**src/enc_out_cfg.svh**
```systemverilog
// Constants of the encoder pulse divider: widths, limits, timing counts.
// Assumes a single 100 MHz clock; included by the package and by modules.
`ifndef ENC_OUT_CFG_SVH
`define ENC_OUT_CFG_SVH

// ************************************************************
// Timing
// ************************************************************
`define CLK_HZ              100000000
`define MAX_PULSE_RATE_PPS  1600000
`define QUAD_PER_PULSE      4
// Least gap between two output edges, rounded down to whole cycles
`define EDGE_GAP_CYC  (`CLK_HZ / (`QUAD_PER_PULSE * `MAX_PULSE_RATE_PPS))

// ************************************************************
// Widths
// ************************************************************
`define CNT_W      31
`define ACC_W      22
`define SPD_W      16
`define BACKLOG_W  8
`define GAP_W      5

// ************************************************************
// Output pulse count setting
// ************************************************************
`define CNT_MIN        31'h00000010
`define CNT_MAX        31'h40000000
`define CNT_DEFAULT    31'h00000800
`define CNT_MAX_RES13  31'h00000800
`define CNT_MAX_RES17  31'h00008000
`define CNT_MAX_RES20  31'h00040000
`define TIER1_TOP      31'h00004000
`define TIER2_TOP      31'h00008000
`define TIER3_TOP      31'h00010000
`define TIER4_TOP      31'h00020000

// ************************************************************
// Native encoder counts per revolution
// ************************************************************
`define RES13_PULSES  22'h002000
`define RES17_PULSES  22'h020000
`define RES20_PULSES  22'h100000

// ************************************************************
// Speed limits per count tier, rpm
// ************************************************************
`define SPD_LIM_T1  16'h1770
`define SPD_LIM_T2  16'h0BB8
`define SPD_LIM_T3  16'h05DC
`define SPD_LIM_T4  16'h02EE
`define SPD_LIM_T5  16'h0177

`endif

```
**src/enc_out_pkg.sv**
```systemverilog
// Types shared by the divider and the quadrature generator.
// Assumes enc_out_cfg.svh is on the include path.
`include "enc_out_cfg.svh"

package enc_out_pkg;

   typedef enum logic [1:0] {
      RES_13   = 2'b00,
      RES_17   = 2'b01,
      RES_20   = 2'b10,
      RES_NONE = 2'b11
   } res_sel_t;

   typedef enum logic [1:0] {
      ST_LOAD  = 2'b00,
      ST_RUN   = 2'b01,
      ST_FAULT = 2'b10
   } run_state_t;

   typedef struct packed {
      run_state_t            st;
      logic [`CNT_W-1:0]     count;
      res_sel_t              res;
      logic [`ACC_W-1:0]     acc;
      logic                  set_err;
      logic                  overspeed;
      logic                  step_req;
      logic                  step_fwd;
      logic                  origin_req;
   } div_state_t;

   typedef struct packed {
      logic [1:0]            phase;
      logic [`BACKLOG_W-1:0] backlog;
      logic [`GAP_W-1:0]     gap;
      logic                  armed;
      logic                  pa;
      logic                  pa_n;
      logic                  pb;
      logic                  pb_n;
      logic                  pc;
      logic                  pc_n;
   } quad_state_t;

endpackage : enc_out_pkg

```
**src/quad_link_if.sv**
```systemverilog
// Link between the divider and the quadrature phase generator.
// Assumes both ends run on the same clock; all signals but run, a decode of the divider state, are registered.
interface quad_link_if;
   logic step_req;    // One quarter step wanted
   logic step_fwd;    // Direction of that step
   logic origin_req;  // Origin seen this cycle
   logic run;         // Setting accepted, output allowed
   logic pa;
   logic pa_inv;
   logic pb;
   logic pb_inv;
   logic pc;
   logic pc_inv;

   modport divider (
      output step_req, step_fwd, origin_req, run,
      input  pa, pa_inv, pb, pb_inv, pc, pc_inv
   );
   modport gen (
      input  step_req, step_fwd, origin_req, run,
      output pa, pa_inv, pb, pb_inv, pc, pc_inv
   );
endinterface : quad_link_if

```
**src/quad_phase_gen.sv**
```systemverilog
// Quadrature phase generator: turns quarter steps into phases A, B, C.
// Assumes step requests come from the divider at most one per cycle.
`include "enc_out_cfg.svh"

module quad_phase_gen
   import enc_out_pkg::*;
(
   input wire logic ref_clk,  // System clock
   input wire logic nrst,     // Async reset, active low
   quad_link_if.gen link      // Steps in, phases out
);

   quad_state_t st_ff;
   quad_state_t nxt_st;

   function automatic logic phase_a_of(input logic [1:0] p);
      return p[1] ^ p[0];
   endfunction : phase_a_of

   // ************************************************************
   // Next state
   // ************************************************************
   always_comb begin
      logic [`BACKLOG_W-1:0] bl;
      logic                  a_now;
      bl = st_ff.backlog;
      a_now = 1'b0;
      nxt_st = st_ff;
      nxt_st.gap = (st_ff.gap != '0) ? st_ff.gap - 1'b1 : '0;
      if (link.step_req) begin
         bl = link.step_fwd ? bl + 1'b1 : bl - 1'b1;
      end
      // Steps queue up so a short burst is spread, never dropped
      if (bl != '0 && st_ff.gap == '0) begin
         if (bl[`BACKLOG_W-1]) begin
            nxt_st.phase = st_ff.phase - 1'b1;
            bl = bl + 1'b1;
         end else begin
            nxt_st.phase = st_ff.phase + 1'b1;
            bl = bl - 1'b1;
         end
         nxt_st.gap = `GAP_W'(`EDGE_GAP_CYC - 1);
      end
      nxt_st.backlog = bl;
      a_now = phase_a_of(nxt_st.phase);
      if (link.origin_req) begin
         nxt_st.armed = 1'b1;
      end
      // Origin rides on one whole A-high interval, either direction
      if (a_now && !st_ff.pa && nxt_st.armed) begin
         nxt_st.pc = 1'b1;
         nxt_st.armed = 1'b0;
      end else if (!a_now) begin
         nxt_st.pc = 1'b0;
      end
      if (!link.run) begin
         nxt_st.backlog = '0;
         nxt_st.armed = 1'b0;
      end
      nxt_st.pa = a_now;
      nxt_st.pb = nxt_st.phase[1];
      nxt_st.pa_n = ~nxt_st.pa;
      nxt_st.pb_n = ~nxt_st.pb;
      nxt_st.pc_n = ~nxt_st.pc;
   end

   always_ff @(posedge ref_clk or negedge nrst) begin
      if (!nrst) begin
         st_ff <= '{phase: 2'h0, backlog: '0, gap: '0, armed: 1'b0,
                    pa: 1'b0, pa_n: 1'b1, pb: 1'b0, pb_n: 1'b1,
                    pc: 1'b0, pc_n: 1'b1};
      end else begin
         st_ff <= nxt_st;
      end
   end

   assign link.pa     = st_ff.pa;
   assign link.pa_inv = st_ff.pa_n;
   assign link.pb     = st_ff.pb;
   assign link.pb_inv = st_ff.pb_n;
   assign link.pc     = st_ff.pc;
   assign link.pc_inv = st_ff.pc_n;
endmodule : quad_phase_gen

```
**src/encoder_pulse_divider_output.sv**
```systemverilog
// Encoder pulse divider: scales native encoder steps to the set count
// and re-outputs them as quadrature feedback with an origin pulse.
// Assumes encoder steps, index and speed arrive synchronous to ref_clk.
//
// What this block does
// Phases A and B are offset by a quarter period, 90 degrees.
// Exactly the set count of pulses leaves per motor revolution.
// One origin pulse on phase C per revolution.
// Origin pulse width equals the width of an A pulse.
// Phase relation is the same in either rotation direction setting.
// Output pulses come from dividing the native count internally.
// Count 16 to 2^30, default 2048, taken only at restart.
// Larger counts need steps of 2, 4, 8, 16 per tier.
// Encoder resolution caps the count: 2048, 32768, 262144.
// Bad range or step raises the setting error alarm.
// Speed above the tier limit raises the overspeed alarm.
// Output pulse rate never exceeds about 1.6 Mpps.
// Host homing on C: two turns first, else 600 rpm or less.
// Accumulate scaled steps; one quadrature advance per quarter pulse.
// Every phase is driven with its inverted twin.
`include "enc_out_cfg.svh"

module encoder_pulse_divider_output
   import enc_out_pkg::*;
(
   input  wire logic              ref_clk,                     // Clock
   input  wire logic              nrst,                        // Reset, low
   input  wire logic              enc_step_valid,              // Native step
   input  wire logic              enc_step_fwd,                // Step is fwd
   input  wire logic              enc_index,                   // Rev origin
   input  wire logic [1:0]        encoder_resolution_sel,      // 13/17/20 bit
   input  wire logic [`CNT_W-1:0] output_pulse_count_setting,  // Pulses/rev
   input  wire logic [`SPD_W-1:0] motor_speed_rpm,             // Speed, rpm
   output logic                   feedback_phase_a_out,        // Phase A
   output logic                   feedback_phase_a_out_inv,    // Phase A inv
   output logic                   feedback_phase_b_out,        // Phase B
   output logic                   feedback_phase_b_out_inv,    // Phase B inv
   output logic                   feedback_origin_out,         // Phase C
   output logic                   feedback_origin_out_inv,     // Phase C inv
   output logic                   setting_error_alarm,         // Bad count
   output logic                   overspeed_alarm              // Too fast
);

   div_state_t  st_ff;
   div_state_t  nxt_st;
   quad_link_if link ();

   // ************************************************************
   // Helpers
   // ************************************************************
   function automatic logic [`ACC_W-1:0] res_pulses(input res_sel_t r);
      case (r)
         RES_13:  return `RES13_PULSES;
         RES_17:  return `RES17_PULSES;
         RES_20:  return `RES20_PULSES;
         default: return `RES20_PULSES;
      endcase
   endfunction : res_pulses

   function automatic logic [`CNT_W-1:0] max_count(input res_sel_t r);
      case (r)
         RES_13:  return `CNT_MAX_RES13;
         RES_17:  return `CNT_MAX_RES17;
         RES_20:  return `CNT_MAX_RES20;
         default: return '0;
      endcase
   endfunction : max_count

   // Step granularity coarsens with the tier the count falls in
   function automatic logic step_bad(input logic [`CNT_W-1:0] c);
      if (c <= `TIER1_TOP) begin
         return 1'b0;
      end else if (c <= `TIER2_TOP) begin
         return c[0];
      end else if (c <= `TIER3_TOP) begin
         return |c[1:0];
      end else if (c <= `TIER4_TOP) begin
         return |c[2:0];
      end else begin
         return |c[3:0];
      end
   endfunction : step_bad

   function automatic logic setting_bad(input logic [`CNT_W-1:0] c,
                                        input res_sel_t          r);
      logic bad;
      bad = (c < `CNT_MIN) || (c > `CNT_MAX);
      bad = bad || (c > max_count(r)) || step_bad(c);
      return bad;
   endfunction : setting_bad

   function automatic logic [`SPD_W-1:0] speed_limit(
      input logic [`CNT_W-1:0] c);
      if (c <= `TIER1_TOP) begin
         return `SPD_LIM_T1;
      end else if (c <= `TIER2_TOP) begin
         return `SPD_LIM_T2;
      end else if (c <= `TIER3_TOP) begin
         return `SPD_LIM_T3;
      end else if (c <= `TIER4_TOP) begin
         return `SPD_LIM_T4;
      end else begin
         return `SPD_LIM_T5;
      end
   endfunction : speed_limit

   // Four quadrature edges per output pulse; valid counts fit 20 bits
   function automatic logic [`ACC_W-1:0] quarter_inc(
      input logic [`CNT_W-1:0] c);
      return {c[`ACC_W-3:0], 2'b00};
   endfunction : quarter_inc

   // ************************************************************
   // Next state
   // ************************************************************
   always_comb begin
      logic [`ACC_W:0]   sum;
      logic [`ACC_W-1:0] inc;
      logic [`ACC_W-1:0] res;
      sum = '0;
      inc = quarter_inc(st_ff.count);
      res = res_pulses(st_ff.res);
      nxt_st = st_ff;
      nxt_st.step_req = 1'b0;
      nxt_st.origin_req = 1'b0;
      case (st_ff.st)
         // Setting is sampled once after reset; later changes wait
         // for the next restart
         ST_LOAD: begin
            nxt_st.count = output_pulse_count_setting;
            nxt_st.res = res_sel_t'(encoder_resolution_sel);
            nxt_st.acc = '0;
            nxt_st.set_err = setting_bad(output_pulse_count_setting,
                                         res_sel_t'(encoder_resolution_sel));
            nxt_st.st = nxt_st.set_err ? ST_FAULT : ST_RUN;
         end
         ST_RUN: begin
            if (enc_step_valid) begin
               // Direction follows the shaft only, so the A/B/C form
               // is the same for both direction settings
               nxt_st.step_fwd = enc_step_fwd;
               if (enc_step_fwd) begin
                  sum = {1'b0, st_ff.acc} + {1'b0, inc};
                  if (sum >= {1'b0, res}) begin
                     nxt_st.acc = `ACC_W'(sum - {1'b0, res});
                     nxt_st.step_req = 1'b1;
                  end else begin
                     nxt_st.acc = sum[`ACC_W-1:0];
                  end
               end else begin
                  if (st_ff.acc < inc) begin
                     nxt_st.acc = st_ff.acc + res - inc;
                     nxt_st.step_req = 1'b1;
                  end else begin
                     nxt_st.acc = st_ff.acc - inc;
                  end
               end
            end
            nxt_st.origin_req = enc_index;
            // Alarm holds until restart so a brief excursion is seen
            if (motor_speed_rpm > speed_limit(st_ff.count)) begin
               nxt_st.overspeed = 1'b1;
            end
         end
         ST_FAULT: begin
            nxt_st.set_err = 1'b1;
         end
         default: begin
            nxt_st.st = ST_FAULT;
         end
      endcase
   end

   always_ff @(posedge ref_clk or negedge nrst) begin
      if (!nrst) begin
         st_ff <= '{st: ST_LOAD, count: `CNT_DEFAULT, res: RES_13,
                    acc: '0, set_err: 1'b0, overspeed: 1'b0,
                    step_req: 1'b0, step_fwd: 1'b0, origin_req: 1'b0};
      end else begin
         st_ff <= nxt_st;
      end
   end

   // ************************************************************
   // Phase generator and outputs
   // ************************************************************
   assign link.step_req   = st_ff.step_req;
   assign link.step_fwd   = st_ff.step_fwd;
   assign link.origin_req = st_ff.origin_req;
   assign link.run        = (st_ff.st == ST_RUN);

   quad_phase_gen u_quad (
      .ref_clk (ref_clk),
      .nrst    (nrst),
      .link    (link.gen)
   );

   assign feedback_phase_a_out     = link.pa;
   assign feedback_phase_a_out_inv = link.pa_inv;
   assign feedback_phase_b_out     = link.pb;
   assign feedback_phase_b_out_inv = link.pb_inv;
   assign feedback_origin_out      = link.pc;
   assign feedback_origin_out_inv  = link.pc_inv;
   assign setting_error_alarm      = st_ff.set_err;
   assign overspeed_alarm          = st_ff.overspeed;
endmodule : encoder_pulse_divider_output

```
**config.mk**
```make
export PLATFORM = sky130hd
export DESIGN_NAME = encoder_pulse_divider_output
export DESIGN_NICKNAME = d
export VERILOG_FILES = /design/src/enc_out_pkg.sv /design/src/quad_link_if.sv /design/src/quad_phase_gen.sv /design/src/encoder_pulse_divider_output.sv
export VERILOG_INCLUDE_DIRS = /design/src
export SDC_FILE = /design/constraint.sdc
export NUM_CORES = 1
export LEC_CHECK = 0
export ABC_AREA = 1
export BUFFER_PORTS_ARGS = -buffer_cell sky130_fd_sc_hd__buf_2
export CELL_PAD_IN_SITES_DETAIL_PLACEMENT = 1
export CELL_PAD_IN_SITES_GLOBAL_PLACEMENT = 2
export CORE_MARGIN = 2
export CORE_UTILIZATION = 32
export CTS_BUF_LIST = sky130_fd_sc_hd__clkbuf_8
export DETAILED_ROUTE_END_ITERATION = 12
export GPL_TIMING_DRIVEN = 0
export PLACE_DENSITY_LB_ADDON = 0.1
export SLEW_MARGIN = 10
export SYNTH_ARGS = -nofsm -noshare
export SYNTH_HDL_FRONTEND = slang
export SYNTH_SLANG_ARGS = --single-unit
export TNS_END_PERCENT = 1
```
**constraint.sdc**
```tcl
create_clock -name ref_clk -period 3.3 [get_ports ref_clk]
set_input_delay 0.66 -clock ref_clk [delete_from_list [all_inputs] [get_ports ref_clk]]
set_output_delay 0.66 -clock ref_clk [all_outputs]
set_load 0.02 [all_outputs]
```
# [Yosys cells after proc, flatten, opt, wreduce, memory -nomap -nowiden]
# Index checks and enable logic that the tools add are counted.
[word_totals] ff_bits=84 in_bits=54 out_inout_bits=8 wordCells=117
[classes] add_sub_neg=12 order_cmp=14 eq_ne=6 n_mux=40 bitwise=4 reduce_logical=22
[ops] cell="$mux W22" n=4
[ops] cell="$sub A22 B22 Y22" n=3
[ops] cell="$le A31 B15 Y1 const B" n=2
[ops] cell="$le A31 B16 Y1 const B" n=2
[ops] cell="$le A31 B17 Y1 const B" n=2
[ops] cell="$le A31 B18 Y1 const B" n=2
[ops] cell="$pmux W19 S3" n=1
[ops] cell="$pmux W22 S2" n=1
[ops] cell="$pmux W21 S2" n=1
[ops] cell="$mux W8" n=5
[ops] cell="$gt A31 B31 Y1" n=1
[ops] cell="$gt A31 B31 Y1 const B" n=1
[ops] cell="$lt A31 B5 Y1 const B" n=1
[ops] cell="$mux W31" n=1
[ops] cell="$add A22 B22 Y23" n=1
[ops] cell="$ge A23 B21 Y1" n=1
[ops] cell="$add A22 B22 Y22" n=1
[ops] cell="$lt A22 B22 Y1" n=1
[ops] cell="$add A8 B1 Y8 const B" n=2
[ops] cell="$gt A16 B16 Y1" n=1
[ops] cell="$mux W16" n=1
[ops] cell="$sub A8 B1 Y8 const B" n=2
[ops] cell="$mux W1" n=13
[ops] cell="$mux W13" n=1
[ops] cell="28 further kinds" n=47

# [Depth between registers and ports, before layout]
# Gate-level depths: netlist of the first run.
[depth] ltp_word=11 mapped_depth=31 ltp_nobuf=30

# [Modules after synthesis]
# A second synthesis of the first run with hierarchy kept.
[hier_totals] cells_unflattened=1456 area_unflattened_um2=9577.9
[modules_own_cells] module="encoder_pulse_divider_output" n_inst=1 cells_per_inst=1197 area_per_inst_um2=7785.0 seq_area_each_um2=1502.7
[modules_own_cells] module="quad_phase_gen" n_inst=1 cells_per_inst=259 area_per_inst_um2=1793.0 seq_area_each_um2=529.3

# [Least setup slack after synthesis of the first run]
# OpenSTA, ideal clock, no wires.
[synth_path] path_type="register -> register" start="register st_ff[40] (netlist name)" end="register st_ff[20] (netlist name)" setup_ns=0.117 arrival_ns=3.220 required_ns=3.183 path_slack_ns=-0.036 stages_incl_launch_ff=29 n_path_buf=1 period_less_slack_ns=3.336 path_cell_list="dfstp_2 inv_1 ha_1 buf_2 nor2_1 nand2_1 nor2_1 nand2_2 nand2_2 a31oi_1 xor2_1 ha_1 nand2_1 nor2_1 nand2_1 nor2_1 nand3_1 nor2_1 nand3_1 nor2_1 nand2_1 nor2_2 nand3_4 nand3_4 nand2_1 nand2_1 nand2_1 nand2_1 nand2_1"
[synth_between] elab_chain_cells=6 elab_cells_between_ends=11 cone_classes="add/sub: 4; order compare: 2; mux: 5"
[synth_rtl] element="from (decl)" line_no="encoder_pulse_divider_output.sv:44" rtl="div_state_t st_ff;"
[synth_rtl] element="from (signal assigned)" line_no="encoder_pulse_divider_output.sv:176" rtl="st_ff <= '{st: ST_LOAD, count: `CNT_DEFAULT, res: RES_13,"
[synth_rtl] element="from (signal assigned)" line_no="encoder_pulse_divider_output.sv:180" rtl="st_ff <= nxt_st;"
[synth_rtl] element="$add A22 B22 Y23" line_no="encoder_pulse_divider_output.sv:143" rtl="sum = {1'b0, st_ff.acc} + {1'b0, inc};"
[synth_rtl] element="$sub A22 B22 Y22 / $ge A23 B21 Y1 (equally long branches)" line_no="encoder_pulse_divider_output.sv:145, encoder_pulse_divider_output.sv:144"
[synth_rtl] element="$mux W22" line_no="encoder_pulse_divider_output.sv:144" rtl="if (sum >= {1'b0, res}) begin"
[synth_rtl] element="$mux W22 *" line_no="encoder_pulse_divider_output.sv:142" rtl="if (enc_step_fwd) begin"
[synth_rtl] element="$mux W22 *" line_no="encoder_pulse_divider_output.sv:138" rtl="if (enc_step_valid) begin"
[synth_rtl] element="$pmux W22 S2 *" line_no="encoder_pulse_divider_output.sv:126" rtl="case (st_ff.st)"
# Mark *: on every way between the ends. The rest lies on a longest branch, timed or not. The select of a mux whose other input is x is not followed.
# A chain may end at the register's enable or synchronous reset.

# [Final worst setup path of the first run]
[layout_path] start="register st_ff[7] (netlist name)" end="register st_ff[19] (netlist name)"
[layout_between] elab_chain_cells=6 elab_cells_between_ends=12 cone_classes="add/sub: 5; order compare: 2; mux: 5"
[layout_rtl] element="$add A22 B22 Y22 / $add A22 B22 Y23 (equally long branches)" line_no="encoder_pulse_divider_output.sv:152, encoder_pulse_divider_output.sv:143"
[layout_rtl] element="$sub A22 B22 Y22 (tied with other cells)" line_no="encoder_pulse_divider_output.sv:152" rtl="nxt_st.acc = st_ff.acc + res - inc;"
[layout_rtl] element="$mux W22, on equally long branches" line_no="encoder_pulse_divider_output.sv:151, encoder_pulse_divider_output.sv:144"
[layout_rtl] element="$mux W22 *" line_no="encoder_pulse_divider_output.sv:142"
[layout_rtl] element="$mux W22 *" line_no="encoder_pulse_divider_output.sv:138"
[layout_rtl] element="$pmux W22 S2 *" line_no="encoder_pulse_divider_output.sv:126"
# Marks and branches as above.

==> results of run 1 <==
## power groups by stage
stage                     clock network, mW  registers, mW  logic, mW
after CTS                             0.883          0.992      0.134
after global routing                  0.916          0.992      0.149
after detailed placement                  0           1.01      0.133
after floorplan                           0           1.01     0.0425
final                                 0.843          0.992      0.131
after global placement                    0           1.01      0.128
## placed cells by master, fill, tap and decap left out, types with 8 or more instances in the layout
| cell type | instances |
|---|---|
| o21bai_1 | 8 |
| xor2_1 | 34 |
| a21oi_2 | 9 |
| ha_4 | 12 |
| a31oi_1 | 10 |
| a21oi_1 | 70 |
| inv_2 | 19 |
| ha_1 | 81 |
| o21ai_0 | 83 |
| clkbuf_8 | 13 |
| nor2_1 | 122 |
| nor4_1 | 15 |
| fa_1 | 18 |
| nand2_2 | 37 |
| dfrtp_2 | 15 |
| nor3_1 | 19 |
| inv_1 | 209 |
| clkbuf_1 | 10 |
| nand3_1 | 91 |
| buf_4 | 36 |
| or2_2 | 8 |
| nor2_4 | 11 |
| dfrtp_1 | 62 |
| nand4_1 | 22 |
| nand2_1 | 294 |
| buf_2 | 68 |
## Yosys cell counts, drive strengths merged, types with 10 or more instances
cell,n
a31oi,11
o21ai,95
dfrtp,77
inv,233
nand4,24
xor2,35
nor3,20
nand2,335
nor4,17
nor2,139
buf,19
clkbuf,10
ha,97
a21oi,81
nand3,99
fa,20
## cell families after synthesis
logic type,count (synthesis),share of synthesized area
multiplexers,7,0.008415
AND/OR/NAND/NOR,653,0.3120
adder cells (fa/ha/maj),117,0.1723
XOR/XNOR,40,0.03820
buffers and inverters,262,0.1113
AO/OA/AOI/OAI,230,0.1409
flip-flops,81,0.2169
## final cells by class
class                      instances  area [µm²]
buffer                            29       187.7
clock buffer                      13       178.9
clock inverter                     3       46.29
fill                            3661       17650
inverter                         233       894.6
multi-input combinational       1047        6700
sequential                        81        2051
tap                              384       480.5
timing repair buffer              94       590.6
## metrics by stage
stage	total power, mW	instances	instance area, µm²	setup WS (ns)
6_report	1.966	1884	11130	-0.6668
4_1_cts	2.009	1879	10920	-0.7680
3_3_place_gp	1.139	1834	10160	-1.624
2_1_floorplan	1.054	1390	9378	-0.007566
5_1_grt	2.057	1884	11130	-0.9063
3_5_place_dp	1.145	1835	10190	-1.586
## worst reg2reg max path, delay by kind of cell (launching register included)
| family | cells | cell delay [ns] |
|---|---|---|
| compound gates | 3 | 0.30 |
| xor+xnor | 1 | 0.19 |
| fa+ha+maj | 3 | 0.93 |
| buf+inv | 3 | 0.24 |
| flops | 1 | 0.37 |
| simple gates | 18 | 1.86 |
## how the worst min path moves through the flow
stage                         startpoint            endpoint  depth (start not counted)
after detailed placement  u_quad.link.pc  u_quad.link.pc_inv                          1
after CTS                           nrst    u_quad.st_ff[18]                          1
after global placement    u_quad.link.pc  u_quad.link.pc_inv                          1
final                               nrst    u_quad.st_ff[18]                          1
after global routing                nrst    u_quad.st_ff[17]                          1
after floorplan                     nrst     link.origin_req                          0
## routing by layer
metal	part of all wire	GRT usage	up-vias	wire, µm
met5	0	0	-	0
met2	0.45	0.3936	130	16590
met4	0.024	0.06771	0	877
li1	-	-	4707	-
met3	0.027	0.02720	34	997
met1	0.49	0.3379	4664	18070
## timing repair
action / CTS / global route
pin swaps: 16 / 20
setup endpoints to repair: 39 / 26
gates resized for setup: 83 / 40
setup buffers: 28 / 5
==> results.ini, run 1 <==
[cells_and_area]
area_growth_pct=18.81
largest-register=st_ff
antennaDiodeCount=0
fin_nets=1666
largest_reg_flops=55
fin_util=0.3867
reg_top3=st_ff x55, u_quad.st_ff x15
layout-drive-gt1-share=0.1987

[synth]
yosys_most_used_dff=dfrtp_1
ys_types=53
synth.area.top_cells=dfrtp_1, ha_1, nand2_1, inv_1, nor2_1
synth-seq-area-share=0.2169
synth_seq_cells=81
syn_inst=1390
netlist.area_leader.share=0.2057
synthesis.nets=1561
yosysTopAreaCell=dfrtp_1
ys_warn_count=0
synth_edf_count=0
syn_area_um2=9368
async_flop_share=1.000
syn_avg_cell_area_um2=6.739

[setup_path]
cp.required_ns=3.57
worstPathArrival_ns=4.24
cp_slowest_cell=fa_2
slowest_delay_ns=0.39
path_depth=28
cp_num_buf_inv=3
crit_fanout=7
reg2reg_to=st_ff[19]
critical_path_class=reg2reg
crit_end=st_ff[19]
cp_common_cell=nand2_2
cp_top_family=simple AND/OR/NAND/NOR gates
critPathLaunchType=flop
worst-r2r-setup-slack_ns=-0.67
endpoint_kind=flop
reg2regPathDepth=28
r2r_start=st_ff[7]
crit_start=st_ff[7]

[timing]
timing.hold.ws_ns=0.2218
min_period_over_period=1.202
finalMaxSlewViolations=0
rsz0062_at_grt=yes
period_needed_ns=3.967
fmax_mhz=252.1
setup_ws_ns=-0.6668
hold_violations=0
setup_viol=10
slew_headroom=0.3568
worst_pin_slew_ns=0.9612
fin_skew_ns=0.01677
setup_tns_ns=-6.288

[route]
dr.pass1.iters=4
drt_iter0_drc=428
viasPerCell=5.061
drcViolationCount=0
ant_nets=0
vias=9535
wl_per_cell_um=19.39
routed_wirelength_mm=36.54

[cts]
cts_tree=built
clock_latency_ns=0.37
cts_sinks=81
cts_buffer_depth=2
cts_root_buf=clkbuf_8
numCtsBuffers=9
holdBufCountCts=0
ctsHtreeMaxLevel=3
clk_pin_slew_ns=0.10

[die]
rows=62
initial_core_util=0.3255
die_y_um=175.1
coreArea_um2=28780
die_width_um=175.1
die-area_um2=30660
ios=62

[pwr]
vdd.ir_drop.worst_uv=147.7
clkPwrFrac=0.429
seqPwrFrac=0.505
internal_power_mw=1.473
p_switching_mw=0.4922
swShare=0.2504
p_per_area_nw_per_um2=176.6
p_comb_frac=0.067
p_leak_nw=5.577

[global_routing]
grt_pass1_vias=9971
grt_first_pass_wirelength_mm=56.66
grt_usage=0.2417
grt_max_degree=52
gr-total-overflow=0
antenna_found_initial=0

[run_status]
violations=setup timing
status=complete, but fails checks

[placement]
gp_congestion=0.9345
port_buffers=60
dpl.hpwl_mm=30.50

[run]
maxCapViolations=0

[worst_hold_path]
hp-class=in2async

(Power assumes the default switching activity.)
==> run 2: changes to the inputs <==
--- a/config.mk
+++ b/config.mk
@@ -16,6 +16,7 @@
 export DETAILED_ROUTE_END_ITERATION = 12
 export GPL_TIMING_DRIVEN = 0
 export PLACE_DENSITY_LB_ADDON = 0.1
+export SETUP_SLACK_MARGIN = 0.05
 export SLEW_MARGIN = 10
 export SYNTH_ARGS = -nofsm -noshare
 export SYNTH_HDL_FRONTEND = slang
==> results.ini, run 2 (synthesis gave the netlist of run 1 again) <==
[run_status]
status=complete, but fails checks
violations=setup timing

[cts]
clk_pin_slew_ns=0.10
cts_tree=built
clock_latency_ns=0.37
ctsHtreeMaxLevel=3
cts_buffer_depth=2
cts_root_buf=clkbuf_8
cts_sinks=81
numCtsBuffers=9

[cells_and_area]
area_growth_pct=18.87
final_common_cell=nand2_1
n_fill_cell=3662
fin_util=0.3869
fin_nets=1666
layout-drive-gt1-share=0.1993
antennaDiodeCount=0
reg_top3=st_ff x55, u_quad.st_ff x15
largest_reg_flops=55
largest-register=st_ff
final_cell_mix=nand2_1, inv_1, nor2_1

[timing]
setup_ws_ns=-0.6770
finalMaxSlewViolations=0
hold_violations=0
period_needed_ns=3.977
min_period_over_period=1.205
fmax_mhz=251.4
slew_headroom=0.3749
setup_viol=10
worst_pin_slew_ns=0.9341
rsz0062_at_grt=yes
fin_skew_ns=0.01841

[pwr]
p_switching_mw=0.4932
finalPower_mw=1.967
p_comb_frac=0.067
vdd.ir_drop.worst_uv=147.5
p_leak_nw=5.578
seqPwrFrac=0.504
internal_power_mw=1.473
clkPwrFrac=0.429
swShare=0.2508
p_per_area_nw_per_um2=176.6

[setup_path]
critPathLaunchType=flop
crit_fanout=7
slowest_delay_ns=0.40
worstPathArrival_ns=4.25
cp_slowest_cell=fa_2
cp_common_cell=nand2_2
reg2regPathDepth=28
critical_path_class=reg2reg
r2r_start=st_ff[7]
worst-r2r-setup-slack_ns=-0.68
cp.required_ns=3.57
reg2reg_to=st_ff[19]
endpoint_kind=flop

[die]
initial_core_util=0.3255
die_y_um=175.1
rows=62
die_width_um=175.1
coreArea_um2=28780
ios=62
die-area_um2=30660

[worst_hold_path]
hp-class=in2async

[global_routing]
antenna_found_initial=0
grt_first_pass_wirelength_mm=56.72
grt_max_degree=52
gr-total-overflow=0
grt_usage=0.2419
grt_pass1_vias=9973

[placement]
port_buffers=60
gp_congestion=0.9345
preCtsSetupSlack_ns=-1.586
dpl.hpwl_mm=30.50

[run]
maxCapViolations=0

[route]
ant_nets=0
dr.pass1.iters=4
wl_per_cell_um=19.42
vias=9513
drcViolationCount=0
viasPerCell=5.049
drt_iter0_drc=429
routed_wirelength_mm=36.59

[run 2: critical path, delay by kind of cell (launching register included)]
| family | cells | cell delay (ns) |
|---|---|---|
| buffers and inverters | 3 | 0.24 |
| adder cells (fa/ha/maj) | 3 | 0.92 |
| AO/OA/AOI/OAI | 3 | 0.30 |
| XOR/XNOR | 1 | 0.19 |
| AND/OR/NAND/NOR | 18 | 1.85 |
| flip-flops | 1 | 0.37 |
[run 2: stage by stage]
stage | area (µm²) | hold slack (ns) | cells | setup TNS [ns]
2_1_floorplan | 9378 | 0.3644 | 1390 | -0.02018
3_3_place_gp | 10160 | 0.4394 | 1834 | -18.15
3_5_place_dp | 10190 | 0.4446 | 1835 | -18.30
4_1_cts | 10960 | 0.2322 | 1879 | -7.257
5_1_grt | 11140 | 0.2326 | 1884 | -9.074
6_report | 11140 | 0.2217 | 1884 | -6.414
[run 2: power by group through the flow]
stage | clock (mW) | sequential, mW | combinational, mW
after global routing | 0.916 | 0.992 | 0.149
after floorplan | 0 | 1.01 | 0.0425
final | 0.844 | 0.992 | 0.131
after global placement | 0 | 1.01 | 0.128
after CTS | 0.883 | 0.992 | 0.134
after detailed placement | 0 | 1.01 | 0.133
[run 2: how the worst max path moves through the flow]
| stage | start | to | cells after the start | slack, ns |
|---|---|---|---|---|
| 5_1_grt | st_ff[7] | st_ff[23] | 30 | -0.91 |
| 2_1_floorplan | st_ff[29] | st_ff[20] | 30 | -0.008 |
| 4_1_cts | st_ff[7] | st_ff[23] | 30 | -0.77 |
| 3_3_place_gp | st_ff[44] | st_ff[23] | 27 | -1.62 |
| 6_report | st_ff[7] | st_ff[19] | 28 | -0.68 |
| 3_5_place_dp | st_ff[44] | st_ff[23] | 27 | -1.59 |
[run 2: area by class of cell]
class / count / area, µm² / area share
plain buffers: 29 / 190.2 / 0.01708
clock buffers: 13 / 178.9 / 0.01607
clock inverters: 3 / 46.29 / 0.004157
inverters: 233 / 894.6 / 0.08034
multi-input cells: 1047 / 6704 / 0.6020
flip-flops and latches: 81 / 2051 / 0.1842
well taps: 384 / 480.5 / 0.04315
repair buffers: 94 / 590.6 / 0.05303
[run 2: timing repair]
| item | 4_1_cts | 5_1_grt |
|---|---|---|
| setup endpoints to repair | 40 | 27 |
| pin swaps | 17 | 21 |
| hold buffers | 0 | 0 |
| gates resized for setup | 86 | 38 |
| gates cloned | 0 | 0 |
| buffers inserted | 28 | 5 |
[run 2: routing by layer]
layer / global-route usage / share of wire / vias up
met5: 0 / 0 / -
met4: 0.06771 / 0.025 / 0
met3: 0.02720 / 0.027 / 37
met2: 0.3938 / 0.45 / 123
met1: 0.3384 / 0.49 / 4645
li1: - / - / 4708
